<file path="src/asm_uart_consts.svh">
`ifndef ASM_UART_CONSTS_SVH
`define ASM_UART_CONSTS_SVH

// Register byte offsets
`define ASM_OFS_MODE      8'h00
`define ASM_OFS_STAT      8'h04
`define ASM_OFS_TXDATA    8'h08
`define ASM_OFS_RXDATA    8'h0C
`define ASM_OFS_BRG       8'h10

// Mode register fields
`define ASM_MODE_EN       15
`define ASM_MODE_INFRARED_CODEC_ENABLE     12
`define ASM_MODE_LOOPBACK_SELECT   6
`define ASM_MODE_RXINV    4
`define ASM_MODE_HSPD     3
`define ASM_MODE_FMT_HI   2
`define ASM_MODE_FMT_LO   1
`define ASM_MODE_STOP2    0
`define ASM_MODE_WMASK    16'h905F

// Status and control register fields
`define ASM_STA_TXISEL1   15
`define ASM_STA_TXINV     14
`define ASM_STA_TXISEL0   13
`define ASM_STA_BRK       11
`define ASM_STA_TXEN      10
`define ASM_STA_TXBF      9
`define ASM_STA_TX_SHIFT_EMPTY      8
`define ASM_STA_RXISEL_HI 7
`define ASM_STA_RXISEL_LO 6
`define ASM_STA_ADDRESS_DETECT_ENABLE     5
`define ASM_STA_RECEIVER_IDLE     4
`define ASM_STA_PARITY_ERROR      3
`define ASM_STA_FRAMING_ERROR      2
`define ASM_STA_OVERRUN_ERROR      1
`define ASM_STA_RXDA      0
`define ASM_STA_WMASK     16'hECE0

// Frame format and interrupt select codes
`define ASM_FMT_9N        2'h3
`define ASM_FMT_8O        2'h2
`define ASM_FMT_8E        2'h1
`define ASM_TXI_LOAD      2'h0
`define ASM_TXI_DONE      2'h1
`define ASM_TXI_EMPTY     2'h2
`define ASM_RXI_FULL      2'h3
`define ASM_RXI_3Q        2'h2

// Bit timing in baud ticks; frame lengths in bits
`define ASM_TPB_LAST_HS   4'h3
`define ASM_TPB_LAST_STD  4'hF
`define ASM_TPB_HALF_HS   4'h1
`define ASM_TPB_HALF_STD  4'h7
`define ASM_IR_PULSE      4'h3
`define ASM_BITS_BREAK    4'hC
`define ASM_BITS_NINE     4'h9
`define ASM_BITS_EIGHT    4'h8

// Buffers
`define ASM_FIFO_DEPTH    3'h4
`define ASM_FIFO_3Q       3'h3

// Bus answers
`define ASM_RESP_OKAY     2'h0
`define ASM_RESP_SLVERR   2'h2

`endif

</file>
<file path="src/asm_uart_pkg.sv">
package asm_uart_pkg;

  // Shared bit-engine states, Gray along idle-start-data-parity-stop
  typedef enum logic [2:0] {
    ASM_IDLE   = 3'h0,
    ASM_START  = 3'h1,
    ASM_DATA   = 3'h3,
    ASM_PARITY = 3'h2,
    ASM_STOP   = 3'h6
  } asm_bit_st_t;

  // Whole block state
  typedef struct packed {
    logic [15:0]      mode;
    logic [15:0]      sta_ctl;
    logic [15:0]      brg_div;
    logic [15:0]      brg_cnt;
    logic             tick;
    logic [3:0][8:0]  tx_mem;
    logic [1:0]       tx_rd;
    logic [2:0]       tx_cnt;
    asm_bit_st_t      tx_st;
    logic [11:0]      tx_shift;
    logic [3:0]       tx_bits;
    logic [3:0]       tx_sub;
    logic             tx_par;
    logic             tx_brk;
    logic             tx_stop_left;
    logic             tx_line;
    logic             tx_pin;
    logic             tx_oe;
    logic             tx_evt;
    logic [2:0]       rx_sync;
    logic             rx_stable;
    logic [3:0]       ir_hold;
    logic [3:0][10:0] rx_mem;
    logic [1:0]       rx_rd;
    logic [2:0]       rx_cnt;
    asm_bit_st_t      rx_st;
    logic [8:0]       rx_shift;
    logic [3:0]       rx_bits;
    logic [3:0]       rx_sub;
    logic             rx_par;
    logic             rx_parity_error;
    logic             overrun_error;
    logic             rx_evt;
    logic             aw_held;
    logic [7:0]       aw_addr;
    logic             w_held;
    logic [31:0]      w_data;
    logic [3:0]       w_strb;
    logic             bvalid;
    logic [1:0]       bresp;
    logic             rvalid;
    logic [31:0]      rdata;
    logic [1:0]       rresp;
  } asm_state_t;

endpackage : asm_uart_pkg

</file>
<file path="src/asm_uart.sv">
// Contract
// - Receive invert set makes low the idle receive level, else high; with infrared coding on, set gives idle high and clear idle low.
// - Baud generator gives 4 ticks per bit in high speed, else 16.
// - Format 11 is 9 bits; 10 odd, 01 even, 00 none, all 8 bits.
// - Stop count set sends two stop bits, clear sends one.
// - Infrared coding works only with the 16-tick bit clock.
// - Transmit event on load (00), all done (01), or buffer emptied (10).
// - Transmit invert sets idle low plainly, idle high with infrared coding.
// - Break sends start, twelve zeros, stop; hardware then clears the request.
// - Transmit disable aborts, flushes buffer, releases the pin.
// - Buffer-full flag is high when no further character fits.
// - Shift-empty flag is one only when shifter and buffer are empty.
// - Receive event at four (11), three (10) or any (0x) characters stored.
// - Address detect in 9-bit mode keeps only characters with ninth bit set.
// - Receiver idle flag is one while no character is being received.
// - Parity error flag belongs to the character at the buffer head.
// - Framing error flag belongs to the character at the buffer head.
// - Overflow sets overrun; software clears it, emptying buffer and shifter.
// - Data available is high while the receive buffer holds a character.
// - Transmit and receive each have a four-entry character buffer.
// - Module disable idles everything and returns pins to the port.
// - Loopback routes transmitted data into the own receiver.
//
// Design decisions made here: the register offsets and the AXI4-Lite interface to the registers.
`timescale 1ns/100ps
`include "asm_uart_consts.svh"

module asm_uart (
  // Clock and reset
  input  wire logic        CLK,
  input  wire logic        RESETN,
  // AXI4-Lite write address and data
  input  wire logic [7:0]  AWADDR,
  input  wire logic        AWVALID,
  output logic             AWREADY,
  input  wire logic [31:0] WDATA,
  input  wire logic [3:0]  WSTRB,
  input  wire logic        WVALID,
  output logic             WREADY,
  // AXI4-Lite write response
  output logic [1:0]       BRESP,
  output logic             BVALID,
  input  wire logic        BREADY,
  // AXI4-Lite read
  input  wire logic [7:0]  ARADDR,
  input  wire logic        ARVALID,
  output logic             ARREADY,
  output logic [31:0]      RDATA,
  output logic [1:0]       RRESP,
  output logic             RVALID,
  input  wire logic        RREADY,
  // Serial line
  input  wire logic        SERIAL_RX_PIN,
  output logic             SERIAL_TX_PIN,
  output logic             SERIAL_TX_OE,
  // Event pulses
  output logic             TX_EVENT,
  output logic             RX_EVENT
);

  asm_uart_pkg::asm_state_t q;
  asm_uart_pkg::asm_state_t d;

  // Byte-lane merge of a 16-bit register
  function automatic logic [15:0] merge16(input logic [15:0] old, input logic [31:0] data,
                                          input logic [3:0] strb);
    merge16 = old;
    if (strb[0]) merge16[7:0] = data[7:0];
    if (strb[1]) merge16[15:8] = data[15:8];
  endfunction : merge16

  // Data bits of a frame for a format code
  function automatic logic [3:0] data_bits(input logic [1:0] fmt);
    data_bits = (fmt == `ASM_FMT_9N) ? `ASM_BITS_NINE : `ASM_BITS_EIGHT;
  endfunction : data_bits

  // Parity present for a format code
  function automatic logic has_parity(input logic [1:0] fmt);
    has_parity = (fmt == `ASM_FMT_8O) || (fmt == `ASM_FMT_8E);
  endfunction : has_parity

  // Read-back of a register; unmapped reads as zero
  function automatic logic [31:0] reg_read(input logic [7:0] addr, input asm_uart_pkg::asm_state_t s);
    logic [15:0] sta;
    logic [10:0] head;
    sta = s.sta_ctl;
    head = s.rx_mem[s.rx_rd];
    sta[`ASM_STA_TXBF] = (s.tx_cnt == `ASM_FIFO_DEPTH);
    sta[`ASM_STA_TX_SHIFT_EMPTY] = (s.tx_st == asm_uart_pkg::ASM_IDLE) && (s.tx_cnt == 3'h0);
    sta[`ASM_STA_RECEIVER_IDLE] = (s.rx_st == asm_uart_pkg::ASM_IDLE);
    sta[`ASM_STA_PARITY_ERROR] = (s.rx_cnt != 3'h0) && head[10];
    sta[`ASM_STA_FRAMING_ERROR] = (s.rx_cnt != 3'h0) && head[9];
    sta[`ASM_STA_OVERRUN_ERROR] = s.overrun_error;
    sta[`ASM_STA_RXDA] = (s.rx_cnt != 3'h0);
    case (addr)
      `ASM_OFS_MODE:   reg_read = {16'h0000, s.mode};
      `ASM_OFS_STAT:   reg_read = {16'h0000, sta};
      `ASM_OFS_RXDATA: reg_read = {23'h000000, (s.rx_cnt != 3'h0) ? head[8:0] : 9'h000};
      `ASM_OFS_BRG:    reg_read = {16'h0000, s.brg_div};
      default:         reg_read = 32'h00000000;
    endcase
  endfunction : reg_read

  function automatic logic mapped(input logic [7:0] addr);
    mapped = (addr == `ASM_OFS_MODE) || (addr == `ASM_OFS_STAT) || (addr == `ASM_OFS_TXDATA)
          || (addr == `ASM_OFS_RXDATA) || (addr == `ASM_OFS_BRG);
  endfunction : mapped

  // Bus handshakes; one write and one read in flight at most
  assign AWREADY = !q.aw_held && !q.bvalid;
  assign WREADY  = !q.w_held && !q.bvalid;
  assign ARREADY = !q.rvalid;

  // Outputs straight from state flops
  assign BVALID        = q.bvalid;
  assign BRESP         = q.bresp;
  assign RVALID        = q.rvalid;
  assign RDATA         = q.rdata;
  assign RRESP         = q.rresp;
  assign SERIAL_TX_PIN = q.tx_pin;
  assign SERIAL_TX_OE  = q.tx_oe;
  assign TX_EVENT      = q.tx_evt;
  assign RX_EVENT      = q.rx_evt;

  // Next-state logic for the whole block
  always_comb begin
    logic [15:0] sta_new;
    logic [3:0]  tpb_last;
    logic [3:0]  tpb_half;
    logic [1:0]  fmt;
    logic        hs;
    logic        ir_on;
    logic        en;
    logic        tx_push;
    logic        tx_pop;
    logic        rx_push;
    logic        rx_pop;
    logic        overrun_error_set;
    logic        overrun_error_clr;
    logic        rx_raw;
    logic        rx_bit;
    logic        tx_bit_end;
    logic        rx_sample;
    logic [8:0]  rx_char;
    logic [8:0]  tx_char;
    logic [10:0] rx_entry;
    logic        ir_pulse;
    sta_new  = 16'h0000;
    tx_push  = 1'b0;
    tx_pop   = 1'b0;
    rx_push  = 1'b0;
    rx_pop   = 1'b0;
    overrun_error_set = 1'b0;
    overrun_error_clr = 1'b0;
    rx_char  = 9'h000;
    rx_entry = 11'h000;
    tx_char  = q.tx_mem[q.tx_rd];
    d        = q;
    d.tx_evt = 1'b0;
    d.rx_evt = 1'b0;
    fmt      = q.mode[`ASM_MODE_FMT_HI:`ASM_MODE_FMT_LO];
    hs       = q.mode[`ASM_MODE_HSPD];
    en       = q.mode[`ASM_MODE_EN];
    // infrared coding only at 16 ticks per bit
    ir_on    = q.mode[`ASM_MODE_INFRARED_CODEC_ENABLE] && !hs;
    // 4 or 16 ticks per bit
    tpb_last = hs ? `ASM_TPB_LAST_HS : `ASM_TPB_LAST_STD;
    tpb_half = hs ? `ASM_TPB_HALF_HS : `ASM_TPB_HALF_STD;

    // Baud tick every brg_div+1 clocks
    d.tick = 1'b0;
    if (q.brg_cnt >= q.brg_div) begin
      d.brg_cnt = 16'h0000;
      d.tick = 1'b1;
    end else begin
      d.brg_cnt = q.brg_cnt + 16'h0001;
    end

    // Write channel capture, either order
    if (AWVALID && AWREADY) begin
      d.aw_held = 1'b1;
      d.aw_addr = AWADDR;
    end
    if (WVALID && WREADY) begin
      d.w_held = 1'b1;
      d.w_data = WDATA;
      d.w_strb = WSTRB;
    end
    if (q.bvalid && BREADY) d.bvalid = 1'b0;

    // Register write once address and data are both held
    if (q.aw_held && q.w_held) begin
      d.aw_held = 1'b0;
      d.w_held = 1'b0;
      d.bvalid = 1'b1;
      d.bresp = mapped(q.aw_addr) ? `ASM_RESP_OKAY : `ASM_RESP_SLVERR;
      case (q.aw_addr)
        `ASM_OFS_MODE: d.mode = merge16(q.mode, q.w_data, q.w_strb) & `ASM_MODE_WMASK;
        `ASM_OFS_STAT: begin
          sta_new = merge16({q.sta_ctl[15:2], q.overrun_error, 1'b0}, q.w_data, q.w_strb);
          d.sta_ctl = sta_new & `ASM_STA_WMASK;
          overrun_error_clr = q.overrun_error && !sta_new[`ASM_STA_OVERRUN_ERROR];
        end
        `ASM_OFS_TXDATA: tx_push = q.w_strb[0] && (q.tx_cnt != `ASM_FIFO_DEPTH);
        `ASM_OFS_BRG: d.brg_div = merge16(q.brg_div, q.w_data, q.w_strb);
        default: d.bresp = `ASM_RESP_SLVERR;
      endcase
    end

    // Read channel; a data read pops the receive buffer
    if (q.rvalid && RREADY) d.rvalid = 1'b0;
    if (ARVALID && ARREADY) begin
      d.rvalid = 1'b1;
      d.rdata = reg_read(ARADDR, q);
      d.rresp = mapped(ARADDR) ? `ASM_RESP_OKAY : `ASM_RESP_SLVERR;
      rx_pop = (ARADDR == `ASM_OFS_RXDATA) && (q.rx_cnt != 3'h0);
    end

    // Transmit bit engine
    tx_bit_end = q.tick && (q.tx_sub == tpb_last);
    if (q.tx_st != asm_uart_pkg::ASM_IDLE && q.tick) begin
      d.tx_sub = (q.tx_sub == tpb_last) ? 4'h0 : q.tx_sub + 4'h1;
    end
    case (q.tx_st)
      asm_uart_pkg::ASM_IDLE: begin
        d.tx_line = 1'b1;
        d.tx_sub = 4'h0;
        if (q.sta_ctl[`ASM_STA_BRK]) begin
          d.tx_brk = 1'b1;
          d.tx_shift = 12'h000;
          d.tx_st = asm_uart_pkg::ASM_START;
          d.tx_line = 1'b0;
        end else if (q.tx_cnt != 3'h0) begin
          tx_pop = 1'b1;
          d.tx_shift = {3'h0, tx_char};
          d.tx_par = ^tx_char[7:0];
          d.tx_st = asm_uart_pkg::ASM_START;
          d.tx_line = 1'b0;
          if ({q.sta_ctl[`ASM_STA_TXISEL1], q.sta_ctl[`ASM_STA_TXISEL0]} == `ASM_TXI_LOAD) begin
            d.tx_evt = 1'b1;
          end
          if ({q.sta_ctl[`ASM_STA_TXISEL1], q.sta_ctl[`ASM_STA_TXISEL0]} == `ASM_TXI_EMPTY) begin
            d.tx_evt = (q.tx_cnt == 3'h1) && !tx_push;
          end
        end
      end
      asm_uart_pkg::ASM_START: begin
        if (tx_bit_end) begin
          d.tx_st = asm_uart_pkg::ASM_DATA;
          d.tx_bits = 4'h0;
          d.tx_line = q.tx_shift[0];
        end
      end
      asm_uart_pkg::ASM_DATA: begin
        if (tx_bit_end) begin
          d.tx_shift = q.tx_shift >> 1;
          d.tx_bits = q.tx_bits + 4'h1;
          d.tx_line = q.tx_shift[1];
          if (q.tx_bits == (q.tx_brk ? `ASM_BITS_BREAK : data_bits(fmt)) - 4'h1) begin
            if (has_parity(fmt) && !q.tx_brk) begin
              d.tx_st = asm_uart_pkg::ASM_PARITY;
              d.tx_line = q.tx_par ^ (fmt == `ASM_FMT_8O);
            end else begin
              d.tx_st = asm_uart_pkg::ASM_STOP;
              d.tx_line = 1'b1;
              d.tx_stop_left = q.mode[`ASM_MODE_STOP2];
            end
          end
        end
      end
      asm_uart_pkg::ASM_PARITY: begin
        if (tx_bit_end) begin
          d.tx_st = asm_uart_pkg::ASM_STOP;
          d.tx_line = 1'b1;
          d.tx_stop_left = q.mode[`ASM_MODE_STOP2];
        end
      end
      asm_uart_pkg::ASM_STOP: begin
        if (tx_bit_end && q.tx_stop_left) begin
          d.tx_stop_left = 1'b0;
        end else if (tx_bit_end) begin
          d.tx_st = asm_uart_pkg::ASM_IDLE;
          if (q.tx_brk) begin
            d.tx_brk = 1'b0;
            d.sta_ctl[`ASM_STA_BRK] = 1'b0;
          end else if ({q.sta_ctl[`ASM_STA_TXISEL1], q.sta_ctl[`ASM_STA_TXISEL0]} == `ASM_TXI_DONE) begin
            d.tx_evt = (q.tx_cnt == 3'h0) && !tx_push;
          end
        end
      end
      default: d.tx_st = asm_uart_pkg::ASM_IDLE;
    endcase

    if (tx_push) d.tx_mem[q.tx_rd + q.tx_cnt[1:0]] = q.w_data[8:0];
    if (tx_pop) d.tx_rd = q.tx_rd + 2'h1;
    d.tx_cnt = q.tx_cnt + {2'h0, tx_push} - {2'h0, tx_pop};

    // disable aborts, flushes and releases the pin
    if (!q.sta_ctl[`ASM_STA_TXEN] || !en) begin
      d.tx_st = asm_uart_pkg::ASM_IDLE;
      d.tx_cnt = 3'h0;
      d.tx_rd = 2'h0;
      d.tx_line = 1'b1;
      d.tx_brk = 1'b0;
      d.tx_evt = 1'b0;
    end

    // pin level; infrared sends a short pulse per zero bit
    ir_pulse = !q.tx_line && (q.tx_sub < `ASM_IR_PULSE);
    d.tx_pin = (ir_on ? ir_pulse : q.tx_line) ^ q.sta_ctl[`ASM_STA_TXINV];
    // pins back to the port while disabled
    d.tx_oe = en && q.sta_ctl[`ASM_STA_TXEN];

    // Receive pin synchroniser; change taken when stages two and three agree
    d.rx_sync = {q.rx_sync[1:0], SERIAL_RX_PIN};
    if (q.rx_sync[1] == q.rx_sync[2]) d.rx_stable = q.rx_sync[2];
    // polarity of the idle receive level
    rx_raw = q.rx_stable ^ q.mode[`ASM_MODE_RXINV];
    // Infrared pulse stretched over one bit time
    if (rx_raw) begin
      d.ir_hold = `ASM_TPB_LAST_STD;
    end else if (q.tick && q.ir_hold != 4'h0) begin
      d.ir_hold = q.ir_hold - 4'h1;
    end
    rx_bit = ir_on ? !(rx_raw || q.ir_hold != 4'h0) : rx_raw;
    // loopback takes the own transmit bit
    if (q.mode[`ASM_MODE_LOOPBACK_SELECT]) rx_bit = q.tx_line;

    // Receive bit engine; samples at mid-bit
    rx_sample = q.tick && (q.rx_sub == tpb_last);
    if (q.tick && q.rx_st != asm_uart_pkg::ASM_IDLE) d.rx_sub = q.rx_sub + 4'h1;
    if (rx_sample) d.rx_sub = 4'h0;
    case (q.rx_st)
      asm_uart_pkg::ASM_IDLE: begin
        d.rx_sub = 4'h0;
        if (q.tick && !rx_bit) d.rx_st = asm_uart_pkg::ASM_START;
      end
      asm_uart_pkg::ASM_START: begin
        if (q.tick && q.rx_sub == tpb_half) begin
          d.rx_sub = 4'h0;
          d.rx_bits = 4'h0;
          d.rx_par = 1'b0;
          d.rx_st = rx_bit ? asm_uart_pkg::ASM_IDLE : asm_uart_pkg::ASM_DATA;
        end
      end
      asm_uart_pkg::ASM_DATA: begin
        if (rx_sample) begin
          d.rx_shift = {rx_bit, q.rx_shift[8:1]};
          d.rx_par = q.rx_par ^ rx_bit;
          d.rx_bits = q.rx_bits + 4'h1;
          d.rx_parity_error = 1'b0;
          if (q.rx_bits == data_bits(fmt) - 4'h1) begin
            d.rx_st = has_parity(fmt) ? asm_uart_pkg::ASM_PARITY : asm_uart_pkg::ASM_STOP;
          end
        end
      end
      asm_uart_pkg::ASM_PARITY: begin
        if (rx_sample) begin
          d.rx_parity_error = (q.rx_par ^ rx_bit) != (fmt == `ASM_FMT_8O);
          d.rx_st = asm_uart_pkg::ASM_STOP;
        end
      end
      asm_uart_pkg::ASM_STOP: begin
        if (rx_sample) begin
          d.rx_st = asm_uart_pkg::ASM_IDLE;
          rx_char = (fmt == `ASM_FMT_9N) ? q.rx_shift : {1'b0, q.rx_shift[8:1]};
          // framing error kept with the character
          rx_entry = {q.rx_parity_error, !rx_bit, rx_char};
          // address detect drops data characters in 9-bit mode
          if (!(q.sta_ctl[`ASM_STA_ADDRESS_DETECT_ENABLE] && fmt == `ASM_FMT_9N && !rx_char[8])) begin
            if (q.overrun_error) begin
              rx_push = 1'b0;
            end else if (q.rx_cnt == `ASM_FIFO_DEPTH && !rx_pop) begin
              overrun_error_set = 1'b1;
            end else begin
              rx_push = 1'b1;
            end
          end
        end
      end
      default: d.rx_st = asm_uart_pkg::ASM_IDLE;
    endcase

    if (rx_push) d.rx_mem[q.rx_rd + q.rx_cnt[1:0]] = rx_entry;
    if (rx_pop) d.rx_rd = q.rx_rd + 2'h1;
    d.rx_cnt = q.rx_cnt + {2'h0, rx_push} - {2'h0, rx_pop};
    // receive event by fill level after the transfer
    if (rx_push) begin
      case (q.sta_ctl[`ASM_STA_RXISEL_HI:`ASM_STA_RXISEL_LO])
        `ASM_RXI_FULL: d.rx_evt = (d.rx_cnt == `ASM_FIFO_DEPTH);
        `ASM_RXI_3Q:   d.rx_evt = (d.rx_cnt == `ASM_FIFO_3Q);
        default:       d.rx_evt = 1'b1;
      endcase
    end

    // set wins over clear; clear empties buffer and shifter
    if (overrun_error_set) begin
      d.overrun_error = 1'b1;
    end else if (overrun_error_clr) begin
      d.overrun_error = 1'b0;
      d.rx_cnt = 3'h0;
      d.rx_rd = 2'h0;
      d.rx_st = asm_uart_pkg::ASM_IDLE;
      d.rx_evt = 1'b0;
    end

    if (!en) begin
      d.rx_st = asm_uart_pkg::ASM_IDLE;
      d.rx_cnt = 3'h0;
      d.rx_rd = 2'h0;
      d.rx_evt = 1'b0;
      d.brg_cnt = 16'h0000;
      d.tick = 1'b0;
    end

    // Synchronous reset; line levels start idle high
    if (!RESETN) begin
      d = '0;
      d.tx_line = 1'b1;
      d.tx_pin = 1'b1;
      d.rx_sync = 3'h7;
      d.rx_stable = 1'b1;
    end
  end

  // State register
  always_ff @(posedge CLK) begin
    q <= d;
  end

endmodule : asm_uart

</file>
<file path="config.mk">
export PLATFORM = sky130hd
export DESIGN_NAME = asm_uart
export DESIGN_NICKNAME = d
export VERILOG_FILES = /design/src/asm_uart_pkg.sv /design/src/asm_uart.sv
export VERILOG_INCLUDE_DIRS = /design/src
export SDC_FILE = /design/constraint.sdc
export NUM_CORES = 1
export LEC_CHECK = 0
export ABC_AREA = 1
export ABC_CLOCK_PERIOD_IN_PS = 7700
export BUFFER_PORTS_ARGS = -buffer_cell sky130_fd_sc_hd__buf_4
export CORE_ASPECT_RATIO = 0.7
export CORE_UTILIZATION = 60
export DETAILED_ROUTE_END_ITERATION = 10
export GPL_TIMING_DRIVEN = 0
export PLACE_DENSITY = 0.91
export SLEW_MARGIN = 20
export SYNTH_ARGS = -nofsm -noshare
export SYNTH_HDL_FRONTEND = slang
export SYNTH_SLANG_ARGS = --single-unit
</file>
<file path="constraint.sdc">
create_clock -name CLK -period 7.7 [get_ports CLK]
set_input_delay 0.385 -clock CLK [delete_from_list [all_inputs] [get_ports CLK]]
set_output_delay 0.385 -clock CLK [all_outputs]
set_load 0.05 [all_outputs]
</file>
==> results of run 1 <==
[critical path, stage by stage (launching register included)]
cell     delay [ps]
dfxtp_1         580
nand2_1         130
a21oi_2         220
nand3_2         260
nor3b_1         300
nand2_1         110
ha_1            280
inv_1            60
ha_1            120
inv_1            40
fa_1            380
xnor2_1         170
xor2_1          270
nand2_1         110
nand2_1          80
nor2_1           40
nor3_1          230
[final cells by class]
| class | instances | area [um^2] |
|---|---|---|
| antenna | 2 | 5.00 |
| buffer | 100 | 592 |
| clock buffer | 31 | 678 |
| clock inverter | 10 | 156 |
| fill | 1537 | 5860 |
| inverter | 254 | 953 |
| multi-input combinational | 1261 | 6050 |
| sequential | 246 | 4920 |
| tap | 270 | 338 |
| timing repair buffer | 67 | 503 |
[per-layer routing]
metal	wire length (um)	part of all wire, %
met1	14600	41
met2	15300	43
met3	4600	13
met4	1490	4.1
met5	0	0
[worst max path at each step]
stage,endpoint,slack [ps],depth (start not counted)
final,RX_EVENT,4200,16
after detailed placement,RX_EVENT,4240,18
after global routing,RX_EVENT,3940,17
after global placement,RX_EVENT,4310,18
after CTS,RX_EVENT,4240,17
after floorplan,RX_EVENT,4380,17
[power by group through the flow]
stage | Combinational, mW | Sequential, mW | Clock (mW)
CTS | 0.165 | 1.32 | 1.26
floorplan | 0.110 | 1.33 | 0
detailed placement | 0.163 | 1.34 | 0
finish | 0.170 | 1.32 | 1.26
global route | 0.181 | 1.32 | 1.31
global placement | 0.158 | 1.34 | 0
[cell families after synthesis]
family                   after synthesis  synth area share, %
AO/OA/AOI/OAI                        379                 15.8
XOR/XNOR                              19                 1.55
adder cells (fa/ha/maj)               33                 3.43
buffers and inverters                354                 12.4
flip-flops                           246                 39.5
other                                  1               0.0301
AND/OR/NAND/NOR                      812                 27.3
[cell usage after synthesis (2+ instances only)]
cell type / n / area, um^2
a21oi_1: 154 / 771
a31oi_1: 8 / 50.1
a41oi_1: 3 / 26.3
buf_1: 3 / 11.3
buf_2: 5 / 25.0
buf_4: 36 / 270
buf_6: 10 / 113
clkbuf_1: 46 / 173
dfxtp_1: 246 / 4920
fa_1: 2 / 40.0
ha_1: 31 / 388
inv_1: 249 / 935
inv_2: 4 / 15.0
nand2_1: 403 / 1510
nand2_2: 4 / 25.0
nand2_4: 2 / 22.5
nand3_1: 66 / 330
nand4_1: 11 / 68.8
nand4_4: 4 / 85.1
nor2_1: 276 / 1040
nor2_2: 3 / 18.8
nor3_1: 17 / 85.1
nor3_2: 5 / 50.1
nor3b_1: 2 / 15.0
nor4_1: 2 / 12.5
o211ai_1: 5 / 37.5
o21a_1: 2 / 15.0
o21ai_0: 168 / 841
o21ai_1: 23 / 115
o22ai_1: 9 / 56.3
o31ai_1: 2 / 15.0
or2_2: 9 / 56.3
or3_1: 2 / 12.5
xnor2_1: 10 / 87.6
xor2_1: 7 / 61.3
[state kept, by name (all words and copies together) (netlist names)]
signal / cells
TX_EVENT: 1
SERIAL_TX_PIN: 1
RRESP: 1
BRESP: 1
RDATA: 16
RVALID: 1
SERIAL_TX_OE: 1
RX_EVENT: 1
q: 222
BVALID: 1
==> results.json, run 1 <==
{
  "start_kind": "register",
  "power_report.internal_total_mw": 2.10,
  "remaining_drc_errors": 0,
  "mostFrequentLayoutCell": "nand2_1",
  "commonest_cells_after_routing_fill_and_taps_aside": "nand2_1 (403), nor2_1 (276), inv_1 (249)",
  "status": "completed",
  "fin_nets": 2047,
  "endpoint_kind": "register",
  "criticalPathCategory": "reg2reg",
  "finalWirelength_um": 36000,
  "finalWorstSetupSlack_ps": 4200,
  "number_of_cells_in_the_design_after_placement": 2198,
  "cp-startpoint": "q[236]",
  "cts_tree": "built",
  "fin_worst_skew_ps": 15.2,
  "final_max_slew_viol_count": 0,
  "die_h_um": 123,
  "grtUsageTotal_pct": 34.0,
  "synth_enable_flop_cells": 0,
  "initial_utilization_pct": 62.1,
  "worstMarginPinSlew_ps": 971,
  "h-tree-depth": 1,
  "cts_buffers": 24,
  "clock_pin_slew_on_the_worst_setup_and_hold_paths_ps": 60,
  "post-route-cell-area_um2": 14200,
  "ys_types": 50,
  "switching_power_mw": 0.652,
  "whs_ps": 77.4,
  "via_count": 12600,
  "final_layout_size_suffix_gt1_share_pct": 9.90,
  "maxCapViolCount": 0,
  "maxSlewHeadroom_pct": 35.3,
  "timing.critical_path.fanout_max": 7,
  "die_width_um": 174,
  "row_count": 43,
  "use_met1_pct": 44.6,
  "vdd.ir_drop.worst_mv": 0.161,
  "power.share.switching_pct": 23.7,
  "power.static_leakage_nw": 6.52,
  "final_total_power_mw": 2.75,
  "period_needed_ps": 3500,
  "min_delay_worst_endpoint": "q[162]",
  "worstReg2RegEnd": "RX_EVENT",
  "fin_crit_sh_pct": 45.4,
  "rsz_0062_raised_after_global_routing": "false",
  "clkLatencyLatePin_ps": 530,
  "share_comb_of_total_power_pct": 6.2,
  "ys_ff_latch": 246,
  "min_path_type": "in2reg",
  "arrival_ps": 3920,
  "met2_track_utilization_from_global_routing_pct": 54.5,
  "whs_path_depth": 2,
  "yosys_warnings": 0,
  "busiest_layer_in_global_routing": "met2",
  "routabilityCongestion": 0.940,
  "clockBufferDepth": 3,
  "first_global_vias": 11800,
  "hp-start": "SERIAL_RX_PIN",
  "areaGrowthSynthToFinish_pct": 14.0,
  "crit-reg2reg-launch": "q[236]",
  "gr-usage-met3_pct": 8.24,
  "boundaryPins": 105,
  "placeableCoreArea_um2": 20100,
  "mappedNetlistArea_um2": 12500,
  "ys_seq_area_share_pct": 39.5,
  "post_synth_inst_count": 1844,
  "cts.repair_timing.setup_buffer_count": 0,
  "reg2reg_setup_slack_ps": 4200,
  "routed_wire_length_per_instance_um": 16.1,
  "endpoints_failing_setup": 0,
  "cts.hold.buffers_added": 0,
  "maxClockFrequency_ghz": 0.286,
  "placed_area_um2": 13400,
  "wire_length_of_the_first_global_routing_pass_um": 58100,
  "setup-tns-final_ps": 0,
  "grt_antenna_before_repair": 1,
  "cts-resized-gates": 0,
  "final_core_utilization_pct": 70.8,
  "worst-endpoint-required_ps": 8130,
  "asyncSetResetFlopFracSynth_pct": 0,
  "finalHoldViolCount": 0,
  "postSynth.topFlopCell": "dfxtp_1",
  "clock-root-buffer": "clkbuf_16",
  "drtAntennaViolNets": 0,
  "drt-initial-drc-count": 1530,
  "numPortBuffers": 67,
  "pin_count_of_the_biggest_net_entering_global_routing": 15,
  "detail_route.vias_per_cell": 5.64,
  "worstRegToRegCells": 16,
  "number_of_clock_sinks_seen_by_cts": 246,
  "detailed_place_hpwl_um": 26200,
  "overflow_after_grt": 0,
  "finish.cell_count_without_fillers": 2241,
  "pwr_density_cell_nw_per_um2": 194,
  "die_area_um2": 21400,
  "synthesis.area_per_instance_um2": 6.76,
  "clock_power_share_pct": 45.9,
  "power_frac_seq_pct": 47.9,
  "place_worst_setup_slack_ps": 4240,
  "firstDrtPassIters": 6
}
(Power assumes the default switching activity.)
==> inputs of run 2 (changes only) <==
--- a/config.mk
+++ b/config.mk
@@ -6,14 +6,14 @@
 export SDC_FILE = /design/constraint.sdc
 export NUM_CORES = 1
 export LEC_CHECK = 0
-export ABC_AREA = 1
-export ABC_CLOCK_PERIOD_IN_PS = 7700
+export ABC_AREA = 0
+export ABC_CLOCK_PERIOD_IN_PS = 3000
 export BUFFER_PORTS_ARGS = -buffer_cell sky130_fd_sc_hd__buf_4
 export CORE_ASPECT_RATIO = 0.7
-export CORE_UTILIZATION = 60
+export CORE_UTILIZATION = 54
 export DETAILED_ROUTE_END_ITERATION = 10
 export GPL_TIMING_DRIVEN = 0
-export PLACE_DENSITY = 0.91
+export PLACE_DENSITY = 0.87
 export SLEW_MARGIN = 20
 export SYNTH_ARGS = -nofsm -noshare
 export SYNTH_HDL_FRONTEND = slang
==> constraint.sdc (replaced) <==
create_clock -name CLK -period 3 [get_ports CLK]
set_input_delay 0.15 -clock CLK [delete_from_list [all_inputs] [get_ports CLK]]
set_output_delay 0.15 -clock CLK [all_outputs]
set_load 0.05 [all_outputs]
==> run 2 against run 1 <==
  * The run now ends with DRC, setup timing left
  * Die area grew 5.9%
  * Combinational power grew to 2.6 times the previous value
  * Wire length shrank 8.0%
  * Non-clock buffer count grew 40
==> results.json, run 2 <==
{
  "commonest_cells_after_routing_fill_and_taps_aside": "dfxtp_1 (242), nand2_1 (157), buf_4 (114)",
  "max_flop_register": "q",
  "first_global_vias": 9848,
  "initial_utilization_pct": 55.0,
  "routed_wire_length_per_instance_um": 19.3,
  "fin_worst_skew_ps": 21.6,
  "ys_types": 79,
  "via_count": 10200,
  "worst-endpoint-required_ps": 3390,
  "wire_length_of_the_first_global_routing_pass_um": 52200,
  "endpoints_failing_setup": 2,
  "worstMarginPinSlew_ps": 719,
  "placeableCoreArea_um2": 21600,
  "count_of_inserted_antenna_diode_cells": 0,
  "cts_tree": "built",
  "clockBufferDepth": 3,
  "postSynth.topFlopCell": "dfxtp_1",
  "min_path_type": "in2reg",
  "h-tree-depth": 1,
  "power.static_leakage_nw": 5.42,
  "detailed_place_hpwl_um": 22400,
  "arrival_ps": 3640,
  "boundaryPins": 105,
  "fin_nets": 1513,
  "remaining_drc_errors": 10,
  "clock-root-buffer": "clkbuf_16",
  "die_h_um": 126,
  "number_of_clock_sinks_seen_by_cts": 246,
  "pin_count_of_the_biggest_net_entering_global_routing": 16,
  "timing.critical_path.max_delay_family": "simple AND/OR/NAND/NOR gates",
  "synth_commonest_cells": "dfxtp_1 (246), nand2_1 (158), nor2b_1 (81), mux2i_1 (72), nor2_1 (66)",
  "grtUsageTotal_pct": 29.5,
  "numPortBuffers": 67,
  "asyncSetResetFlopFracSynth_pct": 0,
  "synth_largest_area_cell": "dfxtp_1",
  "post_synth_inst_count": 1272,
  "critical-path-slowest-cell": "or3b_4",
  "synth_most_common_cell": "dfxtp_1",
  "mostFrequentLayoutCell": "dfxtp_1",
  "firstDrtPassIters": 8,
  "sequential_cell_area_um2": 4930,
  "routabilityCongestion": 0.915,
  "ys_seq_area_share_pct": 41.4,
  "final_max_slew_viol_count": 0,
  "areaGrowthSynthToFinish_pct": 18.5,
  "finalHoldViolCount": 0,
  "vdd.ir_drop.worst_mv": 0.497,
  "pwr_density_cell_nw_per_um2": 500,
  "die_area_um2": 22600,
  "status": "complete, but fails checks",
  "detail_route.vias_per_cell": 5.93,
  "synthTopCellsByArea": "dfxtp_1 (41%), mux2i_1 (6.1%), nand2_1 (5.0%)",
  "synth.top_cell.area_share_pct": 41.4,
  "multi_input_comb_area_um2": 6340,
  "violations": "DRC, setup timing",
  "timing.critical_path.fanout_max": 3,
  "fin_crit_sh_pct": 108,
  "grt_antenna_before_repair": 1,
  "maxCapViolCount": 0,
  "n_fill_cell": 1628,
  "rsz_0062_raised_after_global_routing": "true",
  "final_core_utilization_pct": 65.2,
  "maxClockFrequency_ghz": 0.308,
  "critical_path_buf_inv_count": 3,
  "clkLatencyLatePin_ps": 530,
  "yosys_warnings": 0,
  "largest_register_ff_count": 222,
  "synthesis.area_per_instance_um2": 9.34,
  "row_count": 45,
  "clock_pin_slew_on_the_worst_setup_and_hold_paths_ps": 70,
  "mappedNetlistArea_um2": 11900,
  "period_needed_ps": 3250,
  "die_width_um": 179,
  "maxSlewHeadroom_pct": 50.7,
  "final_total_power_mw": 7.05,
  "drtAntennaViolNets": 0,
  "critical_path.cell_chain": "or3b_4 > a21oi_4 > and2_4 > and4b_1 > buf_6 > nand2_4 > ha_4 > inv_2 > ha_4 > inv_2 > fa_2 > xor2_2 > xnor2_2 > nor3_1 > a31oi_1 > a211oi_2",
  "endpoint_kind": "register",
  "synth_enable_flop_cells": 0,
  "finalWirelength_um": 33100,
  "overflow_after_grt": 0,
  "slowest_delay_ps": 400,
  "finalWorstSetupSlack_ps": -251,
  "start_kind": "register",
  "cts_buffers": 24,
  "ys_ff_latch": 246,
  "final_layout_size_suffix_gt1_share_pct": 17.1,
  "drt-initial-drc-count": 1221,
  "criticalPathCategory": "reg2reg"
}
run 2: cell count changes in the layout (fill, tap and decap cells not counted), sizes merged, moves of 30 or more:
cell	change
o21ai	-117
mux2i	+72
nor2	-213
nor2b	+81
a21boi	+51
dlygate4sd3	+30
nand2	-249
inv	-218
a21oi	-129
run 2: logic make-up after synthesis:
family                     count (synthesis)  share of synthesized area [%]
AOI/OAI and AO/OA                        224                           12.7
xor gates and xnor gates                  49                           3.61
adders and majority gates                 33                           3.60
buffers and inverters                    137                           6.23
DFF                                      246                           41.4
muxes                                    100                           10.6
other                                      1                         0.0315
and+or+nand+nor                          482                           21.7
run 2: metal layers:
metal | vias up | GRT usage, % | wire (um) | share of wire, %
met3 | 108 | 5.95 | 3210 | 9.7
li1 | 4653 | - | - | -
met1 | 4883 | 40.5 | 14000 | 42
met2 | 551 | 45.5 | 14800 | 45
met5 | - | 0 | 13 | 0.039
met4 | 2 | 11.0 | 1130 | 3.4
run 2: stage by stage:
stage	instance area (um^2)	hold slack (ps)	setup WS, ps	std cells	setup TNS [ps]
floorplan	12000	251	-134	1289	-134
global placement	12800	356	-529	1638	-804
detailed placement	12800	360	-602	1638	-1030
CTS	14100	137	-203	1719	-277
global route	14100	181	-363	1720	-571
finish	14100	127	-251	1720	-382
run 2: worst min-delay path: cells and delay by family:
kind / cells / cell delay, ps
and+or+nand+nor: 2 / 300
buffers and inverters: 1 / 80
AOI/OAI and AO/OA: 1 / 60
run 2: area by class of cell:
class,count,area share [%]
Clock inverter,11,0.995
Clock buffer,33,5.01
Sequential cell,246,35.0
Timing Repair Buffer,106,6.18
Tap cell,282,2.50
Inverter,35,0.959
Buffer,101,4.30
Multi-Input combinational cell,906,45.0
run 2: worst paths after layout:
check / slack, ps / end / start / depth (start not counted)
max: -250 / RX_EVENT / q[288] / 16
min: 130 / q[80] / AWVALID / 4
max reg2reg: -250 / RX_EVENT / q[288] / 16
min reg2reg: 410 / q[163] / q[162] / 1
run 2: power by group:
part	total (mW)	switching (mW)	internal, mW
Combinational	0.437	0.268	0.169
Clock	3.26	1.35	1.91
Sequential	3.35	0.0522	3.30
Total	7.05	1.67	5.38
run 2: what timing repair did:
action	in CTS	in global routing
resized for setup	8	4
hold buffers	30	0
pin swaps	6	6
setup buffers	8	1
endpoints found under the hold margin	29	0
setup endpoints to repair	3	2
